===== config.mk =====
export PLATFORM = sky130hd
export DESIGN_NAME = opct_port
export DESIGN_NICKNAME = d
export VERILOG_FILES = /design/src/logic/opct_pkg.sv /design/src/logic/opct_port.sv
export VERILOG_INCLUDE_DIRS = /design/src /design/src/logic
export SDC_FILE = /design/constraint.sdc
export NUM_CORES = 1
export LEC_CHECK = 0
export BUFFER_PORTS_ARGS = -buffer_cell sky130_fd_sc_hd__buf_2
export CORE_UTILIZATION = 30
export CTS_CLUSTER_DIAMETER = 150
export DETAILED_ROUTE_END_ITERATION = 6
export GPL_ROUTABILITY_DRIVEN = 0
export PLACE_DENSITY = 0.75
export SLEW_MARGIN = 20
export SYNTH_ARGS = -nofsm -noshare
export SYNTH_HDL_FRONTEND = slang
export SYNTH_SLANG_ARGS = --single-unit

===== constraint.sdc =====
create_clock -name clk -period 1.75 [get_ports clk]
set_clock_uncertainty 0.1 [all_clocks]
set_input_delay 0.35 -clock clk [delete_from_list [all_inputs] [get_ports clk]]
set_output_delay 0.35 -clock clk [all_outputs]
set_load 0.01 [all_outputs]

===== src/logic/opct_cfg.svh =====
/*
 Register offsets, field positions, reset values and timing counts of the
 four-bit output port with clock and tone outputs.
 Assumes inclusion by the port module and its checker only.
*/
`ifndef OPCT_CFG_SVH
`define OPCT_CFG_SVH
`define OPCT_ADDR_W 8
`define OPCT_OFF_OUT_DATA 8'h00F1
`define OPCT_OFF_RATE_CTRL 8'h00F7
`define OPCT_OUT_DATA_RESET 4'h0
`define OPCT_RATE_CTRL_RESET 4'h0
`define OPCT_RATE_SEL_LSB 0
`define OPCT_RATE_SEL_MSB 1
`define OPCT_RATE_UNUSED_BIT 2
`define OPCT_TONE_SEL_BIT 3
`define OPCT_RATE_CTRL_WMASK 4'hB
`define OPCT_SET1_TOP_DIV_LOG2 7
`define OPCT_TONE_HI_DIV_LOG2 3
`define OPCT_TONE_LO_DIV_LOG2 4
`define OPCT_OSC_PRESCALE 8
`endif


===== src/logic/opct_pkg.sv =====
/*
 Types shared by the output port: special-function choice and bus carriers.
 Assumes the constants header is compiled alongside.
*/
package opct_pkg;
  typedef enum logic [1:0] {
    OPCT_FN_PLAIN,
    OPCT_FN_CLOCK,
    OPCT_FN_TONE
  } opct_fn_t;

  typedef struct packed {
    logic [7:0] address;
    logic read;
    logic write;
    logic [31:0] writedata;
    logic [3:0] byteenable;
  } opct_req_t;

  typedef struct packed {
    logic [31:0] readdata;
    logic waitrequest;
    logic readdatavalid;
  } opct_rsp_t;

  typedef struct packed {
    logic [3:0] out_data;
    logic [1:0] clock_rate_sel;
    logic tone_rate_sel;
    logic [6:0] osc_div;
    logic [2:0] osc_pre;
    logic answered;
    logic [31:0] readdata;
    logic [3:0] pin;
  } opct_state_t;
endpackage


===== src/logic/opct_port.sv =====
/*
 Four-bit general output port with optional divided clock output on bit 0
 and complementary tone pair on bits 1/0, reached over Avalon-MM.
 Assumes the system clock clk and an oscillator reference derived inside by
 a prescaler (one osc tick every OSC_PRESCALE clk cycles); pins are logic.
*/
`timescale 1ns/1ps
`include "opct_cfg.svh"

// Notes on behaviour
// - Four output bits, each with its own pin and writable data bit.
// - Plain mode: pin follows its stored data bit unchanged.
// - Data bits sit at 0F1H, D0..D3, writable and readable.
// - Reset clears all data bits; pins low, special outputs off.
// - Build option makes bit 0 (clock) or bits 0 and 1 (tone) special; bits 2, 3 stay plain.
// - Clock mode: bit 0 at 1 outputs clock, at 0 holds low.
// - Rate select 0F7H D1:D0 chooses choice 1..4, resets to 00.
// - Set 1..5 fixes divisors; set 1 is 128..16, each set halves.
// - Tone mode: bit 1 carries tone, bit 0 its inverse, each gated.
// - Tone data bit 1 enables waveform, 0 holds pin low.
// - Tone rate bit 0F7H D3: 1 gives 2 kHz, 0 gives 4 kHz.
// - Bit D2 of 0F7H ignores writes and reads zero.
module opct_port #(
  parameter opct_pkg::opct_fn_t SPECIAL_FN = opct_pkg::OPCT_FN_PLAIN,
  parameter int RATE_SET = 1,
  parameter int OSC_PRESCALE = `OPCT_OSC_PRESCALE
) (
  input wire logic clk,
  input wire logic reset_n,
  input wire opct_pkg::opct_req_t avs_req,
  output opct_pkg::opct_rsp_t avs_rsp,
  output logic [3:0] out_pin
);

  // ==========================================================
  // Elaboration checks
  if (RATE_SET < 1 || RATE_SET > 5) begin : g_bad_set
    $error("RATE_SET must be 1 to 5");
  end
  if (OSC_PRESCALE < 1 || OSC_PRESCALE > 8) begin : g_bad_pre
    $error("OSC_PRESCALE must be 1 to 8");
  end

  localparam logic [2:0] PRE_TOP = 3'(OSC_PRESCALE - 1);
  localparam int SET_SHIFT = RATE_SET - 1;

  // ==========================================================
  // Decoding
  function automatic logic hit(input logic [7:0] addr, input logic [7:0] off);
    hit = (addr == off);
  endfunction

  // Tap of the oscillator divider giving osc/2^k; k = 0 is the osc tick level
  function automatic logic div_tap(input logic [6:0] div, input logic osc_lvl, input int k);
    div_tap = (k == 0) ? osc_lvl : div[k - 1];
  endfunction

  opct_pkg::opct_state_t state;
  opct_pkg::opct_state_t next_state;
  logic osc_lvl;
  logic rd_hit_data;
  logic rd_hit_rate;
  logic clock_wave;
  logic tone_wave;
  int clk_k;

  assign osc_lvl = (state.osc_pre < 3'((OSC_PRESCALE + 1) / 2));
  assign rd_hit_data = hit(avs_req.address, `OPCT_OFF_OUT_DATA);
  assign rd_hit_rate = hit(avs_req.address, `OPCT_OFF_RATE_CTRL);

  // ==========================================================
  // Waveforms
  always_comb begin
    clk_k = `OPCT_SET1_TOP_DIV_LOG2 - SET_SHIFT - int'(state.clock_rate_sel);
    clock_wave = div_tap(state.osc_div, osc_lvl, clk_k);
    tone_wave = state.tone_rate_sel ? state.osc_div[`OPCT_TONE_LO_DIV_LOG2 - 1]
                                    : state.osc_div[`OPCT_TONE_HI_DIV_LOG2 - 1];
  end

  // ==========================================================
  // Next state
  always_comb begin
    next_state = state;
    // Prescaler stands in for the oscillator; the divider steps on each osc period
    if (state.osc_pre == PRE_TOP) begin
      next_state.osc_pre = 3'h0;
      next_state.osc_div = 7'(state.osc_div + 7'h01);
    end else begin
      next_state.osc_pre = 3'(state.osc_pre + 3'h1);
    end

    // One wait cycle per access: request held, answer on second edge
    next_state.answered = (avs_req.read || avs_req.write) && !state.answered;
    if ((avs_req.read || avs_req.write) && !state.answered) begin
      next_state.readdata = 32'h0000_0000;
      if (avs_req.write && avs_req.byteenable[0]) begin
        if (rd_hit_data) begin
          next_state.out_data = avs_req.writedata[3:0];
        end
        if (rd_hit_rate) begin
          next_state.clock_rate_sel = avs_req.writedata[`OPCT_RATE_SEL_MSB:`OPCT_RATE_SEL_LSB];
          next_state.tone_rate_sel = avs_req.writedata[`OPCT_TONE_SEL_BIT];
        end
      end
      if (avs_req.read) begin
        if (rd_hit_data) begin
          next_state.readdata[3:0] = state.out_data;
        end
        if (rd_hit_rate) begin
          next_state.readdata[`OPCT_TONE_SEL_BIT] = state.tone_rate_sel;
          next_state.readdata[`OPCT_RATE_UNUSED_BIT] = 1'b0;
          next_state.readdata[`OPCT_RATE_SEL_MSB:`OPCT_RATE_SEL_LSB] = state.clock_rate_sel;
        end
      end
    end

    // Pins registered so both tone pins switch on the same edge, glitch free
    next_state.pin[3:2] = state.out_data[3:2];
    case (SPECIAL_FN)
      opct_pkg::OPCT_FN_CLOCK: begin
        next_state.pin[0] = state.out_data[0] & clock_wave;
        next_state.pin[1] = state.out_data[1];
      end
      opct_pkg::OPCT_FN_TONE: begin
        next_state.pin[1] = state.out_data[1] & tone_wave;
        next_state.pin[0] = state.out_data[0] & ~tone_wave;
      end
      default: begin
        next_state.pin[1:0] = state.out_data[1:0];
      end
    endcase
  end

  // ==========================================================
  // State register
  always_ff @(posedge clk) begin
    if (!reset_n) begin
      state.out_data <= `OPCT_OUT_DATA_RESET;
      state.clock_rate_sel <= 2'h0;
      state.tone_rate_sel <= 1'b0;
      state.osc_div <= 7'h00;
      state.osc_pre <= 3'h0;
      state.answered <= 1'b0;
      state.readdata <= 32'h0000_0000;
      state.pin <= 4'h0;
    end else begin
      state <= next_state;
    end
  end

  // ==========================================================
  // Outputs
  assign avs_rsp.waitrequest = (avs_req.read || avs_req.write) && !state.answered;
  assign avs_rsp.readdatavalid = state.answered;
  assign avs_rsp.readdata = state.readdata;
  assign out_pin = state.pin;

endmodule


; Word level (Yosys, flattened, before mapping)
; Index checks and enable logic that the tools add are counted.
[word_totals]
reg_bits = 16
latchBits = 0
mem_bits_rw = 0
romBits = 0
output_inout_bits = 38
elab_cells = 17
memories = 0
[classes]
n_addsub = 0
n_mul = 0
n_div = 0
magnitude_cmp = 0
eq_ne = 2
n_shift = 0
mux = 3
bitwise = 0
n_reduce_logical = 6
[op_table]
columns = cell, count
row1 = $eq 8x8->1 const B, 2
row2 = $mux 4, 3
row3 = $reduce_and 3->1, 2
row4 = $logic_and 1x1->1, 2
row5 = $logic_not 1->1, 1
row6 = $logic_or 1x1->1, 1

; Longest topological paths before layout
; Gate-level depths: netlist (run 1).
[depth]
word_depth = 4
ltp_mapped = 4
ltp_nobuf = 3

; Worst setup path before layout (run 1)
; No wires, ideal clock.
[synth_timing]
path_type = input -> register
startpoint = input avs_req[41] in the netlist's numbering
endpoint = register state, in the netlist next_state[0]
arrival_ps = 1358
required_ps = 1578
slack_ps = 221
cell_stages = 3
cell_sequence = or3b_4 nor4_4 mux2i_1
[synth_via]
elab_chain_len = 2
[synth_rtl]
columns = element, line
row1 = from (decl), opct_port.sv:30  ; input wire opct_pkg::opct_req_t avs_req,
row2 = $eq 8x8->1, opct_port.sv:50  ; hit = (addr == off);
row3 = $reduce_and 3->1 (no source line), n/a
row4 = to (signal assigned), opct_port.sv:147  ; state <= next_state;
row5 = to (decl), opct_port.sv:58  ; opct_pkg::opct_state_t state;
; Every way passes these cells.
; A chain may end at the register's enable or synchronous reset.

; Worst setup path after layout (run 1)
[layout_timing]
startpoint = register state, in the netlist avs_rsp[0]
endpoint = register state, in the netlist next_state[1]
[layout_via]
elab_chain_len = 3
[layout_rtl]
columns = element, line
row1 = $logic_not 1->1, opct_port.sv:94  ; if ((avs_req.read || avs_req.write) && !state.answered) begin
row2 = $logic_and 1x1->1, opct_port.sv:94
row3 = $reduce_and 3->1 (no source line), n/a
; Every way passes these cells.

==> flow_results.xml, run 1 <==
<?xml version="1.0" encoding="UTF-8"?>
<metrics>
  <group name="power_and_ir_drop">
    <metric name="power_switching_share" unit="%">24.8</metric>
    <metric name="seq_power_share" unit="%">53.2</metric>
    <metric name="p_comb_share" unit="%">12.8</metric>
    <metric name="power.switching" unit="W">0.000171</metric>
    <metric name="cellLeakagePower" unit="nW">0.511</metric>
    <metric name="intPower" unit="W">0.000519</metric>
    <metric name="p_clk_share" unit="%">34.0</metric>
    <metric name="power.density_cell_area" unit="mW/mm^2">681</metric>
    <metric name="peakVddDrop" unit="mV">0.159</metric>
  </group>
  <group name="floorplan">
    <metric name="floorplan.initialDensity" unit="%">31.6</metric>
    <metric name="coreArea" unit="mm^2">0.00308</metric>
    <metric name="num_io_pins" unit="">86</metric>
    <metric name="die_width" unit="um">59.0</metric>
    <metric name="core.rowCount" unit="">20</metric>
    <metric name="die_h" unit="um">59.0</metric>
    <metric name="die_outline_area" unit="mm^2">0.00348</metric>
  </group>
  <group name="timing">
    <metric name="finalHoldViolations" unit="">0</metric>
    <metric name="grt_setup_unrepaired" unit="">false</metric>
    <metric name="period_minus_slack" unit="ns">1.53</metric>
    <metric name="fmax" unit="MHz">654</metric>
    <metric name="setup_viol" unit="">0</metric>
    <metric name="tcrit_tclk_final" unit="%">87.4</metric>
    <metric name="report.final.slew_viol_count" unit="">0</metric>
    <metric name="timing.setup.tns" unit="ns">0</metric>
  </group>
  <group name="route">
    <metric name="via_count" unit="">682</metric>
    <metric name="post_drt_via_cell_ratio" unit="">3.92</metric>
    <metric name="drc_errors" unit="">0</metric>
    <metric name="drt-initial-drc-count" unit="">21</metric>
    <metric name="avgRoutedWirePerCell" unit="um">8.24</metric>
    <metric name="drt_pass1_iterations" unit="">4</metric>
    <metric name="routed_wl" unit="mm">1.43</metric>
    <metric name="postRouteAntennaNets" unit="">0</metric>
  </group>
  <group name="setup_path">
    <metric name="crit_path_start_kind" unit="">flop</metric>
    <metric name="required" unit="ns">1.87</metric>
    <metric name="worstReg2RegEnd" unit="">next_state[1]</metric>
    <metric name="timing.setup.critical_path_class" unit="">flop to flop</metric>
    <metric name="worst_path_largest_cell_delay" unit="ns">0.41</metric>
    <metric name="cp-endpoint" unit="">next_state[1]</metric>
    <metric name="end_kind" unit="">flop</metric>
    <metric name="startpoint" unit="">avs_rsp[0]</metric>
    <metric name="worst_r2r_startpoint" unit="">avs_rsp[0]</metric>
    <metric name="endpoint_arrival_time_on_the_critical_path" unit="ns">1.65</metric>
    <metric name="regToRegSetupSlack" unit="ns">0.22</metric>
    <metric name="worst-path-stages" unit="">4</metric>
    <metric name="reg2regPathDepth" unit="">4</metric>
    <metric name="cp_top_family" unit="">simple AND/OR/NAND/NOR gates</metric>
    <metric name="worstPathMaxFanout" unit="">4</metric>
    <metric name="worstPathBufferInverterCount" unit="">1</metric>
    <metric name="critical_path.cell_chain" unit="">or3b_4, nor4_4, buf_4, mux2i_1</metric>
    <metric name="critical-path-slowest-cell" unit="">sky130_fd_sc_hd__or3b_4</metric>
  </group>
  <group name="status">
    <metric name="run_status" unit="">finished clean</metric>
  </group>
  <group name="clocking">
    <metric name="h-tree-depth" unit="">1</metric>
    <metric name="cts-buffers-inserted" unit="">3</metric>
    <metric name="buffer_cell_driving_the_clock_tree_root" unit="">sky130_fd_sc_hd__clkbuf_4</metric>
    <metric name="worst_skew_pair.late_latency" unit="ns">0.28</metric>
    <metric name="clock_path_buffers" unit="">2</metric>
    <metric name="path_clk_slew" unit="ns">0.08</metric>
    <metric name="post-cts-setup-buffer-count" unit="">0</metric>
    <metric name="tritoncts_clock_tree" unit="">yes</metric>
    <metric name="numClockSinks" unit="">16</metric>
    <metric name="postCtsResizedCells" unit="">0</metric>
    <metric name="hold_buffers" unit="">0</metric>
  </group>
  <group name="worst_hold_path">
    <metric name="hold_path_startpoint" unit="">avs_req[6]</metric>
    <metric name="hp-class" unit="">primary input to flop</metric>
  </group>
  <group name="logic_synthesis">
    <metric name="largest_family_of_logic_cells_by_synthesized_area" unit="">buffers and inverters</metric>
    <metric name="seq_total_area_yosys" unit="%">32.9</metric>
    <metric name="synth.ff_latch_count" unit="">16</metric>
    <metric name="proportion_of_netlist_area_held_by_the_largest_area_contributor" unit="%">32.9</metric>
    <metric name="synth-warning-count" unit="">0</metric>
    <metric name="synth-simple-area-share" unit="%">21.1</metric>
    <metric name="post_synth_instance_area" unit="um^2">973</metric>
    <metric name="postSynthAreaPerCell" unit="um^2">8.69</metric>
    <metric name="synth.lib_cells_used.distinct" unit="">19</metric>
    <metric name="post_synth_fa_ha_maj_area_fraction" unit="%">0</metric>
    <metric name="yosys-top-cells-area" unit="">sky130_fd_sc_hd__dfxtp_1 (33%), sky130_fd_sc_hd__buf_4 (29%), sky130_fd_sc_hd__mux2i_1 (7.2%)</metric>
    <metric name="post_synth_inst_count" unit="">112</metric>
    <metric name="synth-compound-area-share" unit="%">5.53</metric>
    <metric name="yosys.area.top_type" unit="">sky130_fd_sc_hd__dfxtp_1</metric>
    <metric name="synth_mux_area_share" unit="%">7.20</metric>
    <metric name="synth_xor_area_share" unit="%">0</metric>
  </group>
  <group name="final_layout">
    <metric name="synthToLayoutAreaGrowth" unit="%">4.11</metric>
    <metric name="layout-drive-gt1-share" unit="%">27.7</metric>
    <metric name="fin_area" unit="mm^2">0.00101</metric>
    <metric name="nNetsFinal" unit="">179</metric>
    <metric name="insertedDiodeCount" unit="">0</metric>
  </group>
  <group name="placement">
    <metric name="place.port_buffers" unit="">26</metric>
    <metric name="dp_hpwl" unit="mm">1.20</metric>
    <metric name="dpl_cell_area" unit="um^2">977</metric>
  </group>
  <group name="grt">
    <metric name="grt_antenna_before_repair" unit="">0</metric>
    <metric name="groute.usage.overall" unit="%">8.38</metric>
    <metric name="grt.overflow.total" unit="">0</metric>
    <metric name="via_count_of_the_first_global_routing_pass" unit="">533</metric>
    <metric name="wire_length_of_the_first_global_routing_pass" unit="mm">2.13</metric>
    <metric name="grt_max_degree" unit="">13</metric>
  </group>
  <group name="run">
    <metric name="max_cap_violations" unit="">0</metric>
  </group>
</metrics>
worst min path at each step:
stage	end	slack [ns]	depth (start not counted)
2_1_floorplan	out_pin[0]	0.32	2
3_3_place_gp	state[49]	0.34	2
3_5_place_dp	avs_rsp[3]	0.35	2
4_1_cts	next_state[2]	0.21	3
5_1_grt	state[49]	0.23	3
6_report	next_state[2]	0.22	3
layer usage:
metal	vias up	track usage [%]	routed length [um]
li1	340	-	-
met1	304	8.87	606
met2	33	14.6	664
met3	5	1.10	109
met4	0	7.14	52
met5	-	0	0
power groups by stage:
stage / combinational, W / clock [W] / sequential [W]
after global routing: 0.0000991 / 0.000265 / 0.000368
after floorplan: 0.000110 / 0 / 0.000375
after CTS: 0.0000884 / 0.000246 / 0.000367
after detailed placement: 0.0000881 / 0 / 0.000376
after global placement: 0.0000881 / 0 / 0.000376
final: 0.0000885 / 0.000235 / 0.000367
worst register-to-register path, delay by kind of cell, from the launching register on:
family,cells,cell delay (ns)
buffers and inverters,1,0.19
flip-flops,1,0.34
multiplexers,1,0.18
AND/OR/NAND/NOR,2,0.66
registers in the layout, indices dropped and copies added (netlist names):
name and flops:
out_pin 4, avs_rsp 5, next_state 4, state 3
layout by cell type (no fill, tap or decap):
| cell | n |
|---|---|
| sky130_fd_sc_hd__and3_1 | 3 |
| sky130_fd_sc_hd__o21bai_1 | 1 |
| sky130_fd_sc_hd__clkbuf_8 | 1 |
| sky130_fd_sc_hd__nor3b_1 | 5 |
| sky130_fd_sc_hd__or2_2 | 1 |
| sky130_fd_sc_hd__buf_2 | 26 |
| sky130_fd_sc_hd__inv_1 | 6 |
| sky130_fd_sc_hd__or3b_4 | 1 |
| sky130_fd_sc_hd__clkbuf_4 | 3 |
| sky130_fd_sc_hd__mux2i_1 | 7 |
| sky130_fd_sc_hd__nand4_1 | 2 |
| sky130_fd_sc_hd__nor2_1 | 1 |
| sky130_fd_sc_hd__a21oi_1 | 4 |
| sky130_fd_sc_hd__buf_4 | 2 |
| sky130_fd_sc_hd__o2111ai_1 | 3 |
| sky130_fd_sc_hd__nor4_4 | 2 |
| sky130_fd_sc_hd__nand2_1 | 17 |
| sky130_fd_sc_hd__dfxtp_1 | 16 |
| sky130_fd_sc_hd__and4_1 | 1 |
| sky130_fd_sc_hd__conb_1 | 28 |
per-stage QoR:
step / hold slack [ns] / power (W) / util (%) / setup slack [ns] / instances
floorplan: 0.319 / 0.000485 / - / 0.221 / 139
global placement: 0.339 / 0.000464 / 31.7 / 0.0865 / 170
detailed placement: 0.346 / 0.000464 / 31.7 / 0.0595 / 170
CTS: 0.206 / 0.000702 / 32.9 / 0.192 / 174
global route: 0.227 / 0.000732 / 32.9 / 0.0937 / 174
finish: 0.216 / 0.000690 / 32.9 / 0.221 / 174
synthesized netlist by cell type:
cell,number
sky130_fd_sc_hd__dfxtp_1,16
sky130_fd_sc_hd__o21bai_1,1
sky130_fd_sc_hd__a21oi_1,4
sky130_fd_sc_hd__conb_1,1
sky130_fd_sc_hd__nand4_1,2
sky130_fd_sc_hd__and4_1,1
sky130_fd_sc_hd__nor2_1,1
sky130_fd_sc_hd__nand2_1,17
sky130_fd_sc_hd__clkbuf_1,2
sky130_fd_sc_hd__nor3b_1,5
sky130_fd_sc_hd__buf_4,38
sky130_fd_sc_hd__or3b_4,1
sky130_fd_sc_hd__and3_1,3
sky130_fd_sc_hd__mux2i_1,7
sky130_fd_sc_hd__clkbuf_2,1
sky130_fd_sc_hd__inv_1,6
sky130_fd_sc_hd__o2111ai_1,3
sky130_fd_sc_hd__nor4_4,2
sky130_fd_sc_hd__or2_2,1
logic make-up (layout without fill, tap and decap cells):
group,count (synthesis),after routing
AOI/OAI and AO/OA,8,8
buffers and inverters,47,38
DFF,16,16
muxes,7,7
other,1,28
and+or+nand+nor,33,33
layout make-up:
cell class | count | area [um^2]
multi-input cells | 76 | 434
flip-flops and latches | 16 | 320
well taps | 44 | 55.1
fillers | 338 | 2060
repair buffers | 28 | 145
inverters | 6 | 22.5
clock buffers | 4 | 36.3
Power figures use the tool's default switching activity.
==> run 2, diff against run 1 <==
- PLACE_DENSITY: 0.75 -> 0.78
- SKIP_CTS_REPAIR_TIMING: not set -> 1
- clock period: 1.75 -> 1.3 ns (I/O delays scaled with it)
==> flow_results.xml, run 2 (same netlist as run 1, synthesis figures left out) <==
<?xml version="1.0" encoding="UTF-8"?>
<metrics>
  <group name="floorplan">
    <metric name="coreArea" unit="mm^2">0.00308</metric>
    <metric name="die_h" unit="um">59.0</metric>
    <metric name="die_width" unit="um">59.0</metric>
    <metric name="num_io_pins" unit="">86</metric>
    <metric name="die_outline_area" unit="mm^2">0.00348</metric>
    <metric name="core.rowCount" unit="">20</metric>
    <metric name="floorplan.initialDensity" unit="%">31.6</metric>
  </group>
  <group name="status">
    <metric name="violations" unit="">negative setup slack</metric>
    <metric name="run_status" unit="">finished, violations left</metric>
  </group>
  <group name="worst_hold_path">
    <metric name="hold_path_end" unit="">next_state[2]</metric>
    <metric name="hp-class" unit="">primary input to flop</metric>
    <metric name="min_delay_path_depth" unit="">3</metric>
    <metric name="hold_path_startpoint" unit="">avs_req[6]</metric>
  </group>
  <group name="final_layout">
    <metric name="fin_area" unit="mm^2">0.00107</metric>
    <metric name="insertedDiodeCount" unit="">0</metric>
    <metric name="nNetsFinal" unit="">184</metric>
    <metric name="final_cell_mix" unit="">sky130_fd_sc_hd__conb_1 (28), sky130_fd_sc_hd__buf_2 (26), sky130_fd_sc_hd__nand2_1 (17)</metric>
    <metric name="final_common_cell" unit="">sky130_fd_sc_hd__conb_1</metric>
    <metric name="synthToLayoutAreaGrowth" unit="%">10.4</metric>
    <metric name="layout.cells.non_filler" unit="">179</metric>
    <metric name="layout-drive-gt1-share" unit="%">33.3</metric>
    <metric name="largest_reg_flops" unit="">5</metric>
    <metric name="n_fill_cell" unit="">331</metric>
    <metric name="register_area" unit="um^2">322</metric>
    <metric name="multi_input_area" unit="um^2">457</metric>
  </group>
  <group name="clocking">
    <metric name="h-tree-depth" unit="">1</metric>
    <metric name="numClockSinks" unit="">16</metric>
    <metric name="tritoncts_clock_tree" unit="">yes</metric>
    <metric name="worst_skew_pair.late_latency" unit="ns">0.28</metric>
    <metric name="clock_path_buffers" unit="">2</metric>
    <metric name="buffer_cell_driving_the_clock_tree_root" unit="">sky130_fd_sc_hd__clkbuf_4</metric>
    <metric name="path_clk_slew" unit="ns">0.09</metric>
    <metric name="cts-buffers-inserted" unit="">3</metric>
  </group>
  <group name="timing">
    <metric name="finalHoldViolations" unit="">0</metric>
    <metric name="fin_hold_ws" unit="ns">0.125</metric>
    <metric name="report.final.slew_viol_count" unit="">0</metric>
    <metric name="setup_viol" unit="">8</metric>
    <metric name="tcrit_tclk_final" unit="%">112</metric>
    <metric name="fmax" unit="MHz">684</metric>
    <metric name="grt_setup_unrepaired" unit="">true</metric>
    <metric name="timing.setup.tns" unit="ns">-1.00</metric>
    <metric name="post-route-worst-setup-slack" unit="ns">-0.162</metric>
    <metric name="period_minus_slack" unit="ns">1.46</metric>
  </group>
  <group name="route">
    <metric name="routed_wl" unit="mm">1.62</metric>
    <metric name="post_drt_via_cell_ratio" unit="">3.92</metric>
    <metric name="via_count" unit="">702</metric>
    <metric name="drt-initial-drc-count" unit="">30</metric>
    <metric name="drt_pass1_iterations" unit="">4</metric>
    <metric name="postRouteAntennaNets" unit="">0</metric>
    <metric name="drc_errors" unit="">0</metric>
    <metric name="avgRoutedWirePerCell" unit="um">9.02</metric>
  </group>
  <group name="setup_path">
    <metric name="end_kind" unit="">flop</metric>
    <metric name="worst_r2r_startpoint" unit="">avs_rsp[0]</metric>
    <metric name="worstReg2RegEnd" unit="">next_state[1]</metric>
    <metric name="critical-path-slowest-cell" unit="">sky130_fd_sc_hd__or3b_4</metric>
    <metric name="reg2regPathDepth" unit="">4</metric>
    <metric name="critical_path.cell_chain" unit="">or3b_4, nor4_4, buf_4, mux2i_1</metric>
    <metric name="crit_path_start_kind" unit="">flop</metric>
    <metric name="worst_path_largest_cell_delay" unit="ns">0.40</metric>
    <metric name="endpoint_arrival_time_on_the_critical_path" unit="ns">1.57</metric>
    <metric name="worstPathBufferInverterCount" unit="">1</metric>
    <metric name="regToRegSetupSlack" unit="ns">-0.16</metric>
    <metric name="timing.setup.critical_path_class" unit="">flop to flop</metric>
    <metric name="cp_top_family" unit="">simple AND/OR/NAND/NOR gates</metric>
    <metric name="required" unit="ns">1.41</metric>
    <metric name="worstPathMaxFanout" unit="">4</metric>
  </group>
  <group name="placement">
    <metric name="dp_hpwl" unit="mm">1.29</metric>
    <metric name="pre_cts_setup_slack" unit="ns">-0.246</metric>
    <metric name="place.port_buffers" unit="">26</metric>
    <metric name="dpl_cell_area" unit="mm^2">0.00102</metric>
    <metric name="place.detailed.instances" unit="">175</metric>
  </group>
  <group name="grt">
    <metric name="grt_busiest_layer" unit="">met2</metric>
    <metric name="grt.overflow.total" unit="">0</metric>
    <metric name="grt_max_degree" unit="">13</metric>
    <metric name="via_count_of_the_first_global_routing_pass" unit="">627</metric>
    <metric name="grt_util_met2" unit="%">15.9</metric>
    <metric name="grt_antenna_before_repair" unit="">0</metric>
    <metric name="met3_usage" unit="%">2.20</metric>
    <metric name="groute.usage.overall" unit="%">9.26</metric>
    <metric name="global_route.usage.met1" unit="%">10.9</metric>
    <metric name="wire_length_of_the_first_global_routing_pass" unit="mm">2.45</metric>
  </group>
  <group name="power_and_ir_drop">
    <metric name="peakVddDrop" unit="mV">0.273</metric>
    <metric name="cellLeakagePower" unit="nW">0.542</metric>
    <metric name="power.density_cell_area" unit="mW/mm^2">888</metric>
  </group>
  <group name="run">
    <metric name="max_cap_violations" unit="">0</metric>
  </group>
</metrics>
==> run 2: area by class of cell <==
| type | count | area share, % |
|---|---|---|
| clock buffer | 4 | 3.38 |
| inverter | 6 | 2.10 |
| timing repair buffer | 33 | 17.0 |
| sequential | 16 | 29.9 |
| multi-input combinational | 76 | 42.5 |
| tap | 44 | 5.12 |
==> run 2: stage by stage <==
stage               total power [W]  utilization (%)
finish                     0.000955             34.9
global route                0.00101             34.9
CTS                        0.000965             34.3
detailed placement         0.000639             33.1
global placement           0.000639             33.1
floorplan                  0.000655                -
==> run 2: how the worst max path moves through the flow <==
stage / start / to / depth (start not counted)
floorplan: avs_rsp[0] / next_state[0] / 3
global placement: avs_req[41] / next_state[2] / 5
detailed placement: avs_req[41] / next_state[1] / 5
CTS: avs_rsp[0] / next_state[3] / 4
global route: avs_rsp[0] / next_state[3] / 4
finish: avs_rsp[0] / next_state[1] / 4
==> run 2: metal layers <==
| layer | wire length, um | up-vias |
|---|---|---|
| li1 | - | 348 |
| met1 | 689 | 318 |
| met2 | 792 | 36 |
| met3 | 132 | 0 |
| met4 | 0 | 0 |
| met5 | 0 | - |
==> run 2: tightest hold or removal path: cells and delay by family <==
kind / cells / cell delay, ns
mux: 1 / 0.06
buf+inv: 1 / 0.10
simple gates: 1 / 0.05
==> run 2: power by group <==
part           switching [W]  leakage, nW  internal, W
sequential        0.00000121        0.129     0.000493
combinational      0.0000916        0.391    0.0000516
clock               0.000147       0.0210     0.000170
total               0.000240        0.542     0.000714
==> run 3, diff against run 2 <==
- CTS_CLUSTER_DIAMETER: 150 -> not set
- GPL_TIMING_DRIVEN: not set -> 0
==> flow_results.xml, run 3 (same netlist as run 1, synthesis figures left out) <==
<?xml version="1.0" encoding="UTF-8"?>
<metrics>
  <group name="grt">
    <metric name="wire_length_of_the_first_global_routing_pass" unit="mm">2.62</metric>
    <metric name="grt_max_degree" unit="">11</metric>
    <metric name="grt.overflow.total" unit="">0</metric>
    <metric name="grt_antenna_before_repair" unit="">0</metric>
    <metric name="groute.usage.overall" unit="%">10.2</metric>
    <metric name="via_count_of_the_first_global_routing_pass" unit="">667</metric>
  </group>
  <group name="final_layout">
    <metric name="nNetsFinal" unit="">217</metric>
    <metric name="largest_reg_flops" unit="">5</metric>
    <metric name="layout-drive-gt1-share" unit="%">44.6</metric>
    <metric name="insertedDiodeCount" unit="">0</metric>
    <metric name="fin_area" unit="mm^2">0.00131</metric>
    <metric name="synthToLayoutAreaGrowth" unit="%">34.6</metric>
    <metric name="final_cell_mix" unit="">sky130_fd_sc_hd__buf_4 (39), sky130_fd_sc_hd__conb_1 (28), sky130_fd_sc_hd__buf_2 (24)</metric>
    <metric name="final_common_cell" unit="">sky130_fd_sc_hd__buf_4</metric>
  </group>
  <group name="clocking">
    <metric name="tritoncts_clock_tree" unit="">yes</metric>
    <metric name="clock_path_buffers" unit="">2</metric>
    <metric name="worst_skew_pair.late_latency" unit="ns">0.28</metric>
    <metric name="h-tree-depth" unit="">1</metric>
    <metric name="buffer_cell_driving_the_clock_tree_root" unit="">sky130_fd_sc_hd__clkbuf_4</metric>
    <metric name="numClockSinks" unit="">16</metric>
    <metric name="path_clk_slew" unit="ns">0.09</metric>
    <metric name="cts-buffers-inserted" unit="">3</metric>
  </group>
  <group name="setup_path">
    <metric name="required" unit="ns">1.42</metric>
    <metric name="worstPathMaxFanout" unit="">4</metric>
    <metric name="critical_path.cell_chain" unit="">or3b_4, nor4_4, buf_4, mux2i_1</metric>
    <metric name="reg2regPathDepth" unit="">4</metric>
    <metric name="endpoint_arrival_time_on_the_critical_path" unit="ns">1.63</metric>
    <metric name="worst_path_largest_cell_delay" unit="ns">0.40</metric>
    <metric name="end_kind" unit="">flop</metric>
    <metric name="timing.setup.critical_path_class" unit="">flop to flop</metric>
    <metric name="crit_path_start_kind" unit="">flop</metric>
    <metric name="startpoint" unit="">avs_rsp[0]</metric>
    <metric name="worst_r2r_startpoint" unit="">avs_rsp[0]</metric>
    <metric name="critical-path-slowest-cell" unit="">sky130_fd_sc_hd__or3b_4</metric>
  </group>
  <group name="placement">
    <metric name="dp_hpwl" unit="mm">1.39</metric>
    <metric name="place.port_buffers" unit="">24</metric>
    <metric name="dpl_cell_area" unit="mm^2">0.00125</metric>
  </group>
  <group name="route">
    <metric name="drt-initial-drc-count" unit="">33</metric>
    <metric name="postRouteAntennaNets" unit="">0</metric>
    <metric name="drt_pass1_iterations" unit="">4</metric>
    <metric name="avgRoutedWirePerCell" unit="um">7.96</metric>
    <metric name="drc_errors" unit="">0</metric>
    <metric name="post_drt_via_cell_ratio" unit="">3.65</metric>
    <metric name="routed_wl" unit="mm">1.69</metric>
    <metric name="via_count" unit="">774</metric>
  </group>
  <group name="timing">
    <metric name="timing.setup.tns" unit="ns">-1.40</metric>
    <metric name="finalHoldViolations" unit="">0</metric>
    <metric name="tcrit_tclk_final" unit="%">116</metric>
    <metric name="setup_viol" unit="">10</metric>
    <metric name="grt_setup_unrepaired" unit="">true</metric>
    <metric name="fmax" unit="MHz">661</metric>
    <metric name="report.final.slew_viol_count" unit="">0</metric>
    <metric name="period_minus_slack" unit="ns">1.51</metric>
    <metric name="post-route-worst-setup-slack" unit="ns">-0.214</metric>
  </group>
  <group name="power_and_ir_drop">
    <metric name="cellLeakagePower" unit="nW">0.718</metric>
    <metric name="peakVddDrop" unit="mV">0.299</metric>
    <metric name="power.density_cell_area" unit="mW/mm^2">773</metric>
  </group>
  <group name="worst_hold_path">
    <metric name="hold_path_startpoint" unit="">avs_req[6]</metric>
    <metric name="min_delay_path_depth" unit="">3</metric>
    <metric name="hp-class" unit="">primary input to flop</metric>
  </group>
  <group name="floorplan">
    <metric name="core.rowCount" unit="">20</metric>
    <metric name="coreArea" unit="mm^2">0.00308</metric>
    <metric name="die_outline_area" unit="mm^2">0.00348</metric>
    <metric name="die_h" unit="um">59.0</metric>
    <metric name="die_width" unit="um">59.0</metric>
    <metric name="num_io_pins" unit="">86</metric>
    <metric name="floorplan.initialDensity" unit="%">31.6</metric>
  </group>
  <group name="status">
    <metric name="run_status" unit="">finished, violations left</metric>
    <metric name="violations" unit="">negative setup slack</metric>
  </group>
  <group name="run">
    <metric name="max_cap_violations" unit="">0</metric>
  </group>
</metrics>
[run 3: area by class of cell]
type,count,area [um^2]
fillers,328,1770
repair buffers,25,128
clock buffers,4,36.3
flip-flops and latches,16,322
multi-input cells,76,448
plain buffers,41,299
inverters,6,22.5
well taps,44,55.1
[run 3: per-layer routing]
| metal | global-route usage (%) | part of all wire (%) | wire [um] |
|---|---|---|---|
| met5 | 0 | 0 | 0 |
| met4 | 5.10 | 1.5 | 26 |
| met3 | 3.52 | 9.4 | 158 |
| met2 | 16.2 | 45 | 764 |
| met1 | 12.3 | 44 | 738 |
[run 3: power breakdown]
group / switching (W) / internal [W] / leakage [nW]
clock: 0.000150 / 0.000170 / 0.0210
sequential: 0.00000259 / 0.000493 / 0.129
combinational: 0.0000994 / 0.0000975 / 0.568
total: 0.000252 / 0.000761 / 0.718
[run 3: worst paths after layout]
check | slack (ns) | end
worst max-delay path | -0.21 | next_state[2]
worst min register to register | 0.35 | avs_rsp[3]
worst min-delay path | 0.12 | next_state[2]
worst max register to register | -0.21 | next_state[2]
[run 3: worst max-delay path: cells and delay by family, from the launching register on]
family                 cells  cell delay, ns
and+or+nand+nor            2            0.65
DFF                        1            0.34
buffers and inverters      1            0.18
muxes                      1            0.18
[run 3: per-stage QoR]
stage	instances	setup WS [ns]	hold WS [ns]	util [%]	total power (W)
after floorplan	139	-0.130	0.302	-	0.000655
after global placement	207	-0.286	0.341	40.8	0.000692
after detailed placement	207	-0.308	0.343	40.8	0.000695
after CTS	211	-0.281	0.120	42.0	0.00101
after global routing	212	-0.276	0.127	42.6	0.00107
final	212	-0.214	0.121	42.6	0.00101
